--- src/hw/tpc_pkg.sv ---
package tpc_pkg;
  // register index; byte address is four times the index
  localparam int unsigned IDX_W = 8;
  localparam int unsigned IDX_LSB = 2;
  localparam logic [IDX_W-1:0] IDX_INT_EN = 8'h04;
  localparam logic [IDX_W-1:0] IDX_INT_REQ = 8'h05;
  localparam logic [IDX_W-1:0] IDX_CMP_CTRL = 8'h18;
  localparam logic [IDX_W-1:0] IDX_CMP_SEL = 8'h19;
  localparam logic [IDX_W-1:0] IDX_TM_CTRL [2] = '{8'h1c, 8'h32};
  localparam logic [IDX_W-1:0] IDX_TM_COUNT [2] = '{8'h1d, 8'h33};
  localparam logic [IDX_W-1:0] IDX_TM_SCALE [2] = '{8'h1e, 8'h34};
  localparam logic [IDX_W-1:0] IDX_TM_LIMIT [2] = '{8'h09, 8'h3f};
  localparam logic [7:0] RST_BYTE = 8'h00;
  // interrupt bit positions
  localparam int unsigned INT_TMB = 7;
  localparam int unsigned INT_TMA = 6;
  localparam int unsigned INT_CMP = 4;
  localparam logic [7:0] INT_MASK = 8'hd0;
  // timer clock-select codes
  localparam logic [3:0] CS_OFF = 4'h0;
  localparam logic [3:0] CS_SYS = 4'h1;
  localparam logic [3:0] CS_FAST = 4'h2;
  localparam logic [3:0] CS_XTAL = 4'h3;
  localparam logic [3:0] CS_SLOW = 4'h4;
  localparam logic [3:0] CS_CMP = 4'h5;
  localparam logic [3:0] CS_A0_R = 4'h8;
  localparam logic [3:0] CS_A0_F = 4'h9;
  localparam logic [3:0] CS_B0_R = 4'ha;
  localparam logic [3:0] CS_B0_F = 4'hb;
  localparam logic [3:0] CS_A4_R = 4'hc;
  localparam logic [3:0] CS_A4_F = 4'hd;
  // output-select codes
  localparam logic [1:0] OS_OFF = 2'h0;
  localparam logic [1:0] OS_ONE = 2'h1;
  localparam logic [1:0] OS_TWO = 2'h2;
  localparam logic [1:0] OS_THREE = 2'h3;
  // prescaler terminal counts for divide by 1, 4, 16, 64
  localparam logic [5:0] PRE_TOP [4] = '{6'h00, 6'h03, 6'h0f, 6'h3f};
  // counter tops for 8, 7 and 6 bit pwm
  localparam logic [7:0] TOP_8BIT = 8'hff;
  localparam logic [7:0] TOP_7BIT = 8'h7f;
  localparam logic [7:0] TOP_6BIT = 8'h3f;
  // pin drive vector positions
  localparam int unsigned PIN_A0 = 0;
  localparam int unsigned PIN_A3 = 1;
  localparam int unsigned PIN_B0 = 2;
  localparam int unsigned PIN_B2 = 3;
  localparam int unsigned PIN_B4 = 4;
  localparam int unsigned PIN_B5 = 5;
  localparam int unsigned PIN_B6 = 6;
  localparam int unsigned PIN_B7 = 7;

  typedef struct packed {
    logic [3:0] clk_sel;
    logic [1:0] out_sel;
    logic pwm_mode;
    logic invert;
  } tpc_ctrl_t;

  typedef struct packed {
    logic res_low;
    logic [1:0] pre;
    logic [4:0] scl;
  } tpc_scale_t;

  typedef struct packed {
    logic enable;
    logic result;
    logic sample;
    logic invert;
    logic [2:0] minus_sel;
    logic plus_sel;
  } tpc_cmp_ctrl_t;

  typedef struct packed {
    logic pin_out;
    logic wake;
    logic high_range;
    logic low_range;
    logic [3:0] level;
  } tpc_cmp_sel_t;

  typedef struct packed {
    logic fast;
    logic slow;
    logic xtal;
    logic a_pin0;
    logic b_pin0;
    logic a_pin4;
  } tpc_edge_t;

  typedef struct packed {
    logic [7:0] val;
    logic [7:0] oe;
  } tpc_pins_t;

  typedef struct packed {
    logic enable;
    logic [2:0] minus_sel;
    logic plus_sel;
    logic high_range;
    logic low_range;
    logic [3:0] level;
  } tpc_analog_t;
endpackage : tpc_pkg

--- src/hw/tpc_timer_pwm.sv ---
// Added by the designer: the AHB-Lite register port.
`timescale 1ns/1ps
// Function
// - clock select 0000 stops, 0001 system clock, 0011 crystal, 0100 slow rc, 0101 comparator
// - codes 1000-1101 count rising or falling edges on three port pins
// - code 0010 uses fast rc at single or double rate by build option
// - timer a output: off, port b pin 2 or 0 by option, a3, b4
// - timer b output: off, port b pins 5, 6, 7
// - control bit 1 picks period mode or pwm mode
// - control bit 0 inverts the timer output
// - each 8-bit counter is readable, writable, zero after reset
// - scale bit 7 picks 8-bit or 6/7-bit pwm by build option
// - comparator control bit 7 enables the comparator
// - read-only bit 6 shows the comparator result
// - bit 5 resamples the comparator on the timer a clock
// - bit 4 inverts the comparator result output
// - 3-bit field picks the comparator minus input
// - bit 0 picks the plus input: ladder or port a pin 4
// - select bit 7 drives the comparator output onto port a pin 0
// - select bit 6 wakes the system on a result change
// - select register holds high range, low range and 4-bit ladder level
// - timer a has a write-only limit register, zero after reset
// - timer and comparator request flags stay set until software clears
// - per-source enable bits gate requests, all disabled after reset
module tpc_timer_pwm #(
  parameter bit timer_source_build_option = 1'b0,
  parameter bit pwm_resolution_build_option = 1'b0,
  parameter bit timer_a_out_b0_option = 1'b0
) (
  // clock and reset
  input wire logic hclk,
  input wire logic hresetn,
  // ahb-lite slave
  input wire logic hsel,
  input wire logic [31:0] haddr,
  input wire logic [1:0] htrans,
  input wire logic hwrite,
  input wire logic [2:0] hsize,
  input wire logic [31:0] hwdata,
  input wire logic hready,
  output logic hreadyout,
  output logic hresp,
  output logic [31:0] hrdata,
  // oscillator and pin sources, synchronous levels
  input wire logic fast_rc_oscillator,
  input wire logic slow_rc_oscillator,
  input wire logic crystal_oscillator,
  input wire logic port_a_pin0,
  input wire logic port_b_pin0,
  input wire logic port_a_pin4,
  // analog comparator
  input wire logic cmp_plus_above,
  output tpc_pkg::tpc_analog_t cmp_analog,
  // pins, wake and interrupt requests
  output tpc_pkg::tpc_pins_t pin_drive,
  output logic cmp_wake,
  output logic [7:0] irq_req
);
  tpc_pkg::tpc_ctrl_t ctrl_ff [2];
  tpc_pkg::tpc_scale_t scale_ff [2];
  logic [7:0] count_ff [2];
  logic [7:0] limit_ff [2];
  logic [5:0] pre_ff [2];
  logic [4:0] scl_ff [2];
  logic tog_ff [2];
  tpc_pkg::tpc_cmp_ctrl_t cmp_ctrl_ff;
  tpc_pkg::tpc_cmp_sel_t cmp_sel_ff;
  logic [7:0] int_en_ff;
  logic [7:0] int_req_ff;
  logic cmp_res_ff;
  logic cmp_prev_ff;
  logic cmp_out_ff;
  logic cmp_out_prev_ff;
  tpc_pkg::tpc_edge_t prev_ff;
  logic dp_write_ff;
  logic dp_read_ff;
  logic rd_stage_ff;
  logic dp_mapped_ff;
  logic [tpc_pkg::IDX_W-1:0] dp_idx_ff;
  logic [31:0] hrdata_ff;
  tpc_pkg::tpc_pins_t pin_ff;
  logic wake_ff;
  logic [7:0] irq_ff;

  tpc_pkg::tpc_edge_t now_lvl;
  tpc_pkg::tpc_edge_t rise;
  tpc_pkg::tpc_edge_t fall;
  logic cmp_rise;
  logic src_ev [2];
  logic pre_tick [2];
  logic cnt_tick [2];
  logic wrap [2];
  logic tm_event [2];
  logic out_lvl [2];
  logic ap_take;
  logic ap_mapped;
  logic wr_en;
  logic cmp_change;
  tpc_pkg::tpc_pins_t nxt_pin;
  logic [7:0] int_set;

  function automatic logic src_event(input logic [3:0] sel, input tpc_pkg::tpc_edge_t r,
                                     input tpc_pkg::tpc_edge_t f, input logic cr, input logic dbl);
    logic ev;
    ev = 1'b0;
    case (sel)
      tpc_pkg::CS_OFF: ev = 1'b0;
      tpc_pkg::CS_SYS: ev = 1'b1;
      tpc_pkg::CS_FAST: ev = r.fast | (dbl & f.fast);
      tpc_pkg::CS_XTAL: ev = r.xtal;
      tpc_pkg::CS_SLOW: ev = r.slow;
      tpc_pkg::CS_CMP: ev = cr;
      tpc_pkg::CS_A0_R: ev = r.a_pin0;
      tpc_pkg::CS_A0_F: ev = f.a_pin0;
      tpc_pkg::CS_B0_R: ev = r.b_pin0;
      tpc_pkg::CS_B0_F: ev = f.b_pin0;
      tpc_pkg::CS_A4_R: ev = r.a_pin4;
      tpc_pkg::CS_A4_F: ev = f.a_pin4;
      default: ev = 1'b0;
    endcase
    return ev;
  endfunction : src_event

  // bus slave: one cycle address phase, writes commit in the data phase,
  // reads take one wait state so a read right after a write sees the new value
  assign ap_take = hsel & htrans[1] & hready;
  assign ap_mapped = (haddr[31:tpc_pkg::IDX_W+tpc_pkg::IDX_LSB] == '0) && (haddr[tpc_pkg::IDX_LSB-1:0] == '0);
  assign wr_en = dp_write_ff & dp_mapped_ff;
  assign hreadyout = ~(dp_read_ff & ~rd_stage_ff);
  assign hresp = 1'b0;
  assign hrdata = hrdata_ff;

  always_ff @(posedge hclk or negedge hresetn) begin
    if (!hresetn) begin
      dp_write_ff <= 1'b0;
      dp_read_ff <= 1'b0;
      rd_stage_ff <= 1'b0;
      dp_mapped_ff <= 1'b0;
      dp_idx_ff <= '0;
    end else begin
      rd_stage_ff <= dp_read_ff & ~rd_stage_ff;
      if (hreadyout) begin
        dp_write_ff <= ap_take & hwrite;
        dp_read_ff <= ap_take & ~hwrite;
        dp_mapped_ff <= ap_take & ap_mapped;
        dp_idx_ff <= haddr[tpc_pkg::IDX_W+tpc_pkg::IDX_LSB-1:tpc_pkg::IDX_LSB];
      end
    end
  end

  always_ff @(posedge hclk or negedge hresetn) begin
    if (!hresetn) begin
      hrdata_ff <= '0;
    end else if (dp_read_ff && !rd_stage_ff) begin
      hrdata_ff <= '0;
      if (dp_mapped_ff) begin
        case (dp_idx_ff)
          tpc_pkg::IDX_INT_EN: hrdata_ff[7:0] <= int_en_ff;
          tpc_pkg::IDX_INT_REQ: hrdata_ff[7:0] <= int_req_ff;
          tpc_pkg::IDX_CMP_CTRL: hrdata_ff[7:0] <= {cmp_ctrl_ff.enable, cmp_res_ff, cmp_ctrl_ff[5:0]};
          tpc_pkg::IDX_TM_CTRL[0]: hrdata_ff[7:0] <= ctrl_ff[0];
          tpc_pkg::IDX_TM_COUNT[0]: hrdata_ff[7:0] <= count_ff[0];
          tpc_pkg::IDX_TM_CTRL[1]: hrdata_ff[7:0] <= ctrl_ff[1];
          tpc_pkg::IDX_TM_COUNT[1]: hrdata_ff[7:0] <= count_ff[1];
          default: hrdata_ff[7:0] <= tpc_pkg::RST_BYTE;
        endcase
      end
    end
  end

  // source edges; inputs are already synchronous to hclk
  assign now_lvl = '{fast: fast_rc_oscillator, slow: slow_rc_oscillator, xtal: crystal_oscillator,
                     a_pin0: port_a_pin0, b_pin0: port_b_pin0, a_pin4: port_a_pin4};
  assign rise = now_lvl & ~prev_ff;
  assign fall = ~now_lvl & prev_ff;
  assign cmp_rise = cmp_out_ff & ~cmp_out_prev_ff;

  always_ff @(posedge hclk or negedge hresetn) begin
    if (!hresetn) begin
      prev_ff <= '0;
      cmp_out_prev_ff <= 1'b0;
    end else begin
      prev_ff <= now_lvl;
      cmp_out_prev_ff <= cmp_out_ff;
    end
  end

  always_comb begin
    for (int i = 0; i < 2; i++) begin
      src_ev[i] = src_event(ctrl_ff[i].clk_sel, rise, fall, cmp_rise, timer_source_build_option);
      // compare with >= so a divider lowered while running does not roll all the way over
      pre_tick[i] = src_ev[i] && (pre_ff[i] >= tpc_pkg::PRE_TOP[scale_ff[i].pre]);
      cnt_tick[i] = pre_tick[i] && (scl_ff[i] >= scale_ff[i].scl);
      if (ctrl_ff[i].pwm_mode) begin
        if (!scale_ff[i].res_low) begin
          wrap[i] = count_ff[i] == tpc_pkg::TOP_8BIT;
        end else if (pwm_resolution_build_option) begin
          wrap[i] = count_ff[i] >= tpc_pkg::TOP_7BIT;
        end else begin
          wrap[i] = count_ff[i] >= tpc_pkg::TOP_6BIT;
        end
        out_lvl[i] = (count_ff[i] < limit_ff[i]) ^ ctrl_ff[i].invert;
      end else begin
        wrap[i] = count_ff[i] == limit_ff[i];
        out_lvl[i] = tog_ff[i] ^ ctrl_ff[i].invert;
      end
      tm_event[i] = cnt_tick[i] & wrap[i];
    end
  end

  // timer registers and counting; a bus write to the counter beats a tick
  always_ff @(posedge hclk or negedge hresetn) begin
    if (!hresetn) begin
      for (int i = 0; i < 2; i++) begin
        ctrl_ff[i] <= tpc_pkg::RST_BYTE;
        scale_ff[i] <= tpc_pkg::RST_BYTE;
        count_ff[i] <= tpc_pkg::RST_BYTE;
        limit_ff[i] <= tpc_pkg::RST_BYTE;
        pre_ff[i] <= '0;
        scl_ff[i] <= '0;
        tog_ff[i] <= 1'b0;
      end
    end else begin
      for (int i = 0; i < 2; i++) begin
        if (wr_en && dp_idx_ff == tpc_pkg::IDX_TM_CTRL[i]) begin
          ctrl_ff[i] <= hwdata[7:0];
        end
        if (wr_en && dp_idx_ff == tpc_pkg::IDX_TM_SCALE[i]) begin
          scale_ff[i] <= hwdata[7:0];
        end
        if (wr_en && dp_idx_ff == tpc_pkg::IDX_TM_LIMIT[i]) begin
          limit_ff[i] <= hwdata[7:0];
        end
        if (src_ev[i]) begin
          pre_ff[i] <= pre_tick[i] ? 6'h00 : pre_ff[i] + 6'h01;
        end
        if (pre_tick[i]) begin
          scl_ff[i] <= cnt_tick[i] ? 5'h00 : scl_ff[i] + 5'h01;
        end
        if (wr_en && dp_idx_ff == tpc_pkg::IDX_TM_COUNT[i]) begin
          count_ff[i] <= hwdata[7:0];
        end else if (cnt_tick[i]) begin
          count_ff[i] <= wrap[i] ? 8'h00 : count_ff[i] + 8'h01;
        end
        if (tm_event[i] && !ctrl_ff[i].pwm_mode) begin
          tog_ff[i] <= ~tog_ff[i];
        end
      end
    end
  end

  // comparator; the raw result only counts while enabled
  assign cmp_change = cmp_res_ff ^ cmp_prev_ff;

  always_ff @(posedge hclk or negedge hresetn) begin
    if (!hresetn) begin
      cmp_ctrl_ff <= tpc_pkg::RST_BYTE;
      cmp_sel_ff <= tpc_pkg::RST_BYTE;
      cmp_res_ff <= 1'b0;
      cmp_prev_ff <= 1'b0;
      cmp_out_ff <= 1'b0;
      wake_ff <= 1'b0;
    end else begin
      if (wr_en && dp_idx_ff == tpc_pkg::IDX_CMP_CTRL) begin
        cmp_ctrl_ff <= hwdata[7:0];
      end
      if (wr_en && dp_idx_ff == tpc_pkg::IDX_CMP_SEL) begin
        cmp_sel_ff <= hwdata[7:0];
      end
      if (!cmp_ctrl_ff.sample || src_ev[0]) begin
        cmp_res_ff <= cmp_ctrl_ff.enable & cmp_plus_above;
      end
      cmp_prev_ff <= cmp_res_ff;
      cmp_out_ff <= cmp_res_ff ^ cmp_ctrl_ff.invert;
      wake_ff <= cmp_change & cmp_sel_ff.wake;
    end
  end

  assign cmp_analog = '{enable: cmp_ctrl_ff.enable, minus_sel: cmp_ctrl_ff.minus_sel,
                        plus_sel: cmp_ctrl_ff.plus_sel, high_range: cmp_sel_ff.high_range,
                        low_range: cmp_sel_ff.low_range, level: cmp_sel_ff.level};
  assign cmp_wake = wake_ff;

  // pin routing
  always_comb begin
    nxt_pin = '0;
    case (ctrl_ff[0].out_sel)
      tpc_pkg::OS_ONE: begin
        nxt_pin.val[timer_a_out_b0_option ? tpc_pkg::PIN_B0 : tpc_pkg::PIN_B2] = out_lvl[0];
        nxt_pin.oe[timer_a_out_b0_option ? tpc_pkg::PIN_B0 : tpc_pkg::PIN_B2] = 1'b1;
      end
      tpc_pkg::OS_TWO: begin
        nxt_pin.val[tpc_pkg::PIN_A3] = out_lvl[0];
        nxt_pin.oe[tpc_pkg::PIN_A3] = 1'b1;
      end
      tpc_pkg::OS_THREE: begin
        nxt_pin.val[tpc_pkg::PIN_B4] = out_lvl[0];
        nxt_pin.oe[tpc_pkg::PIN_B4] = 1'b1;
      end
      default: ;
    endcase
    case (ctrl_ff[1].out_sel)
      tpc_pkg::OS_ONE: begin
        nxt_pin.val[tpc_pkg::PIN_B5] = out_lvl[1];
        nxt_pin.oe[tpc_pkg::PIN_B5] = 1'b1;
      end
      tpc_pkg::OS_TWO: begin
        nxt_pin.val[tpc_pkg::PIN_B6] = out_lvl[1];
        nxt_pin.oe[tpc_pkg::PIN_B6] = 1'b1;
      end
      tpc_pkg::OS_THREE: begin
        nxt_pin.val[tpc_pkg::PIN_B7] = out_lvl[1];
        nxt_pin.oe[tpc_pkg::PIN_B7] = 1'b1;
      end
      default: ;
    endcase
    if (cmp_sel_ff.pin_out) begin
      nxt_pin.val[tpc_pkg::PIN_A0] = cmp_out_ff;
      nxt_pin.oe[tpc_pkg::PIN_A0] = 1'b1;
    end
  end

  always_ff @(posedge hclk or negedge hresetn) begin
    if (!hresetn) begin
      pin_ff <= '0;
    end else begin
      pin_ff <= nxt_pin;
    end
  end
  assign pin_drive = pin_ff;

  // request flags: a new event wins over a software clear in the same cycle
  always_comb begin
    int_set = '0;
    int_set[tpc_pkg::INT_TMA] = tm_event[0];
    int_set[tpc_pkg::INT_TMB] = tm_event[1];
    int_set[tpc_pkg::INT_CMP] = cmp_change;
  end

  always_ff @(posedge hclk or negedge hresetn) begin
    if (!hresetn) begin
      int_en_ff <= tpc_pkg::RST_BYTE;
      int_req_ff <= tpc_pkg::RST_BYTE;
      irq_ff <= '0;
    end else begin
      if (wr_en && dp_idx_ff == tpc_pkg::IDX_INT_EN) begin
        int_en_ff <= hwdata[7:0] & tpc_pkg::INT_MASK;
      end
      if (wr_en && dp_idx_ff == tpc_pkg::IDX_INT_REQ) begin
        int_req_ff <= (int_req_ff & hwdata[7:0]) | int_set;
      end else begin
        int_req_ff <= int_req_ff | int_set;
      end
      irq_ff <= int_req_ff & int_en_ff;
    end
  end
  assign irq_req = irq_ff;
endmodule : tpc_timer_pwm

--- config.mk ---
export PLATFORM = sky130hd
export DESIGN_NAME = tpc_timer_pwm
export DESIGN_NICKNAME = d
export VERILOG_FILES = /design/src/hw/tpc_pkg.sv /design/src/hw/tpc_timer_pwm.sv
export SDC_FILE = /design/constraint.sdc
export NUM_CORES = 1
export LEC_CHECK = 0
export ABC_AREA = 1
export BUFFER_PORTS_ARGS = -buffer_cell sky130_fd_sc_hd__buf_2
export CAP_MARGIN = 20
export CORE_UTILIZATION = 40
export CTS_BUF_LIST = sky130_fd_sc_hd__clkbuf_4
export DETAILED_ROUTE_END_ITERATION = 10
export SYNTH_ARGS = -nofsm -noshare
export SYNTH_HDL_FRONTEND = slang
export SYNTH_SLANG_ARGS = --single-unit
--- constraint.sdc ---
create_clock -name hclk -period 1.9 [get_ports hclk]
set_input_delay 0.19 -clock hclk [delete_from_list [all_inputs] [get_ports hclk]]
set_output_delay 0.19 -clock hclk [all_outputs]
set_load 0.005 [all_outputs]
After elaboration in Yosys (flattened, before gate mapping):

Cells that the tools add are included.
Widths: inputs -> output; s select.

* register bits: 167
* latch bits: 0
* RAM bits: 0
* memory bits (read-only): 0
* bits of input ports: 81
* output and inout port bits: 70
* memories kept: 0

* $add $sub $neg: 6
* multiply operators: 0
* divide/modulo/power cells: 0
* $lt $le $gt $ge: 10
* equal/unequal tests: 44
* shift operators: 0
* mux-type cells: 41
* bitwise operators: 34
* reductions and logical operators: 29

Operators with widths (number)
* $mux 8: 8
* $pmux 8 s7: 1
* $eq 4x4->1 const B: 12
* $eq 8x5->1 const B: 5
* $mux 6: 6
* $eq 8x6->1 const B: 4
* $bmux 6 s2: 2
* $logic_not 22->1: 1
* $pmux 1 s11: 2
* $logic_and 1x1->1: 20
* $mux 1: 20
* $add 8x1->8 const B: 2
* $and 8x8->8: 2
* $eq 4x2->1 const B: 4
* $eq 4x3->1 const B: 4
* $eq 8x3->1 const B: 2
* $eq 8x8->1: 2
* $eq 8x8->1 const B: 2
* $ge 8x6->1 const B: 2
* $lt 8x8->1: 2
* $or 8x8->8: 2
* $add 6x1->6 const B: 2
* $and 1x1->1: 12
* $ge 6x6->1: 2
* other kinds (19): 43

Longest topological paths before layout:

* depth after elaboration: 10
* depth in mapped cells: 12
* mapped depth without buffers: 12

Least setup slack after synthesis:

No wires, ideal clock.

* path type: register -> register
* start point: reg scale_ff[6] (netlist name)
* end point: reg count_ff[4] (netlist name)
* setup time: 0.123 ns
* arrival time: 1.650 ns
* slack: 0.127 ns
* cell stages (with the launch flop): 13
* clock period less this slack: 1.773 ns
* cell sequence: dfrtp_1 > nor2_1 > inv_1 > ha_1 > inv_1 > a21boi_0 > o21ai_0 > nand3_1 > nand3_1 > nand2_2 > inv_2 > nand2_1 > nand2_1

* longest elaborated chain between the ends: 8

Ends and longest elaborated chain
* from (decl): line tpc_timer_pwm.sv:60 `tpc_pkg::tpc_scale_t scale_ff [2];`
* from (signal, indexed assignment): line tpc_timer_pwm.sv:216 `scale_ff[i] <= tpc_pkg::RST_BYTE;`
* from (signal, indexed assignment): line tpc_timer_pwm.sv:229 `scale_ff[i] <= hwdata[7:0];`
* $not 2->3 (implied by the code): line tpc_timer_pwm.sv:192 `pre_tick[i] = src_ev[i] && (pre_ff[i] >= tpc_pkg::PRE_TOP[scale_ff[i].pre]);`
* $bmux 6 s2: line tpc_timer_pwm.sv:192
* $mux 6 (implied by the code) (2 in series): line tpc_timer_pwm.sv:192
* $ge 6x6->1: line tpc_timer_pwm.sv:192
* $logic_and 1x1->1: line tpc_timer_pwm.sv:192
* $logic_and 1x1->1: line tpc_timer_pwm.sv:193 `cnt_tick[i] = pre_tick[i] && (scl_ff[i] >= scale_ff[i].scl);`
* $reduce_bool 2->1 (no source line)
* to (signal, indexed assignment): line tpc_timer_pwm.sv:217 `count_ff[i] <= tpc_pkg::RST_BYTE;`
* to (signal, indexed assignment): line tpc_timer_pwm.sv:241 `count_ff[i] <= hwdata[7:0];`
* to (signal, indexed assignment): line tpc_timer_pwm.sv:243 `count_ff[i] <= wrap[i] ? 8'h00 : count_ff[i] + 8'h01;`
* to (decl): line tpc_timer_pwm.sv:61 `logic [7:0] count_ff [2];`

No other way between the ends. The select of a mux whose other input is x is not followed.
A chain may end at the register's enable or synchronous reset.

Worst setup path in the final report:

* start point: reg scale_ff[5] (netlist name)
* end point: reg count_ff[5] (netlist name)

Same word-level chain as after synthesis.

==> results.rst <==
.. list-table::
   :header-rows: 1

   * - Metric
     - Value
   * - Run status
     - finished, final reports clean
   * - Ports
     - 151
   * - Cell at the root of the clock tree
     - clkbuf_4
   * - Die area
     - 22700 um^2
   * - Final-report max-slew violation count
     - 0
   * - Maximum level of the CTS H-tree
     - 4
   * - Pin count of the biggest net entering global routing
     - 62
   * - Initial Utilization
     - 41.3%
   * - Ratio of routed vias to standard cells
     - 4.82
   * - Layout Skew
     - 0.0226 ns
   * - Category of the critical setup timing path
     - flip-flop to flip-flop
   * - Data required, critical path
     - 2.37 ns
   * - Horiz. Die Dim
     - 151 um
   * - Period utilisation layout
     - 99.9%
   * - Area taken by flip-flops and latches
     - 4060 um^2
   * - Overall power of the completed layout
     - 6830 uW
   * - Post-layout minimum cycle time
     - 1.90 ns
   * - Wire length of the first global-routing pass
     - 35.7 mm
   * - Final Wtd Congestion
     - 0.870
   * - Clock network latency to the later pin of the worst-skew pair
     - 0.58 ns
   * - RSZ-0062 raised after global routing
     - yes
   * - Worst Setup Slack, final
     - 0.00198 ns
   * - Synthesized area per cell
     - 7.97 um^2
   * - Transition time at the pin with the least slew margin
     - 0.579 ns
   * - Core region area
     - 21400 um^2
   * - Arrival time of data at the critical path endpoint
     - 2.37 ns
   * - # nets final
     - 1395
   * - Clock transition time at the flip-flop clock pins of the worst setup and hold paths
     - 0.15 ns
   * - Area of the multi-input gates
     - 4050 um^2
   * - EDFF count, synth
     - 0
   * - Sequential fraction of the synthesis area
     - 46.0%
   * - Post-Layout Inst Area
     - 10600 um^2
   * - Largest voltage drop on the vdd net
     - 0.000520 V
   * - Prevailing post-synth register cell
     - dfrtp_1
   * - Post-synthesis cell type count
     - 38
   * - Synthesized flop and latch total
     - 162
   * - Number of antenna violations at the first check in global routing
     - 1
   * - CP startpoint kind
     - flip-flop
   * - Critical-path cell list
     - nor2_2, inv_1, ha_1, inv_1, a21boi_1, o21ai_1, nand3_2, nand3_4, nand2_4, buf_6, nand2_1, nand2_1
   * - CTS max path bufs
     - 2
   * - Share of flip-flops with an asynchronous set or reset after synthesis
     - 100%
   * - CTS tree
     - built
   * - Post-Route Setup TNS
     - 0 ns
   * - Router iterations before antenna repair
     - 5
   * - Largest stage delay, worst path
     - 0.43 ns
   * - HPWL after detailed placement
     - 16.0 mm
   * - PwrDens
     - 644 nW/um^2
   * - CTS Buf Count
     - 17
   * - Detail-routed net length per standard cell
     - 14.1 um
   * - Share of final-layout standard cells stronger than drive strength 1
     - 19.6%
   * - Post-detailed-route count of antenna-violating nets
     - 0
   * - Largest fanout of any net on the critical path
     - 6
   * - Number of DRC markers after the initial detailed-route iteration
     - 529
   * - Min-Delay Path Class
     - input port to asynchronous set/reset pin
   * - Area Overhead vs Synth
     - 20.3%
   * - DRC violation count after routing
     - 0
   * - Total gr overflow
     - 0
   * - Final setup viols
     - 0
   * - Synth Instances
     - 1107
   * - # Max-Cap Violations
     - 0
   * - Clock sink count
     - 162
   * - Number of synthesis warnings
     - 0
   * - Post-Syn Area
     - 8820 um^2
   * - Total Wirelength
     - 22.0 mm
   * - Sort of element at the end of the critical path
     - flip-flop
   * - Vertical die dimension
     - 151 um
   * - Std-Cell Rows
     - 53
   * - Dpl cell area
     - 9720 um^2
   * - Total routing resource utilization after global routing
     - 20.6%
   * - Number of global-route vias before repair
     - 6942
   * - Max Clk Rate
     - 527 MHz
   * - Final Hold Fails
     - 0
   * - Setup WS pre-CTS
     - -0.0716 ns
   * - Hold Worst Slack
     - 0.0591 ns
   * - # fillers
     - 2081
   * - Leakage power
     - 0.00602 uW
   * - Overall via count from detail_route
     - 7519
   * - Slew Limit Headroom
     - 61.4%
   * - Port-buffer cells
     - 90
   * - Cell with the biggest individual delay on the critical path
     - dfrtp_1
[report_power, final]
part	switching (uW)	leakage (uW)	internal (uW)
clock network	1270	0.000145	809
registers	99.3	0.00168	3560
logic	686	0.00420	403
total	2050	0.00602	4780
[metal layers]
layer | GRT usage [%] | wire (um) | vias to the layer above
met3 | 3.21 | 1030 | 22
met4 | 6.67 | 357 | 0
li1 | - | - | 3829
met1 | 29.5 | 10800 | 3469
met2 | 31.8 | 9830 | 199
met5 | 0 | 0 | -
[cells in the mapped netlist (6+ instances only)]
cell      number  area share, %
o21ai_0      117            6.6
clkbuf_1      17           0.72
ha_1          44            6.2
nor2_1        87            3.7
o22ai_1       13           0.92
dfrtp_1      162             46
a21oi_1       22            1.2
buf_4         44            3.7
inv_1        155            6.6
nor3_1        11           0.62
nand3_1       73            4.1
nand4_1       22            1.6
nand2_1      256             11
nor4_1         6           0.43
o21ai_1       12           0.68
xor2_1        11            1.1
[layout make-up]
class	count	share of cell area (%)
Sequential cell	162	38.2
Multi-Input combinational cell	748	38.2
Inverter	161	5.87
Tap cell	275	3.24
Clock buffer	19	1.34
Clock inverter	13	1.27
Timing Repair Buffer	180	11.8
Antenna cell	2	0.0471
[sequential cells by signal, indices dropped and copies added (netlist names), 3 cells and up]
| name | cells |
|---|---|
| ctrl_ff | 16 |
| int_en_ff | 3 |
| pin_drive | 14 |
| limit_ff | 16 |
| cmp_analog | 11 |
| scale_ff | 16 |
| hrdata | 8 |
| prev_ff | 6 |
| irq_req | 3 |
| int_req_ff | 8 |
| dp_idx_ff | 8 |
| count_ff | 16 |
| pre_ff | 12 |
| scl_ff | 10 |
[final timing paths]
check | endpoint | slack, ns | depth (start not counted) | startpoint
min | cmp_analog[0]$_DFFE_PN0P_ | 0.06 | 2 | hresetn
min reg2reg | pin_drive[0]$_DFF_PN0_ | 0.43 | 0 | cmp_sel_ff[7]$_DFFE_PN0P_
max reg2reg | count_ff[5]$_DFFE_PN0P_ | 0.002 | 12 | scale_ff[5]$_DFFE_PN0P_
max | count_ff[5]$_DFFE_PN0P_ | 0.002 | 12 | scale_ff[5]$_DFFE_PN0P_
min in group hclk | cmp_analog[3]$_DFFE_PN0P_ | 0.10 | 3 | hwdata[3]
max in group asynchronous | dp_idx_ff[5]$_DFFE_PN0N_ | 1.12 | 3 | hresetn
[kinds of logic (layout without fill, tap and decap cells)]
logic type / count (synthesis) / after routing / synth area share (%)
fa+ha+maj: 44 / 44 / 6.24
xor+xnor: 15 / 15 / 1.49
flops: 162 / 162 / 46.0
simple gates: 476 / 477 / 23.5
other cells: 1 / 34 / 0.0425
compound gates: 180 / 180 / 10.9
buf+inv: 229 / 373 / 11.9
[critical path, delay by kind of cell, from the launching register on]
kind / cells / cell delay (ns)
buf+inv: 3 / 0.25
flops: 1 / 0.43
simple gates: 6 / 0.65
compound gates: 2 / 0.21
fa+ha+maj: 1 / 0.28
[stage by stage]
stage | instances | utilization (%)
after floorplan | 1138 | -
after global placement | 1488 | 45.5
after detailed placement | 1488 | 45.5
after CTS | 1550 | 48.4
after global routing | 1560 | 49.7
final | 1560 | 49.7
[placed cells by master (no fill, tap or decap), types with 22 or more instances in the layout]
cell type and instances:
dfrtp_1 157, o21ai_0 106, inv_1 150, nand2_1 246, ha_1 40, nand3_1 66
buf_4 51, nor2_1 81, buf_2 90, nand4_1 22, dlygate4sd3_1 28, conb_1 32
[repair_timing]
action / in CTS / in global routing
pin swaps: 3 / 20
hold endpoints to repair: 184 / 0
endpoints found under the setup margin: 19 / 57
cloned: 0 / 2
resized for setup: 12 / 69
buffers inserted: 1 / 7
hold buffers: 29 / 0
Power figures use the tool's default switching activity.
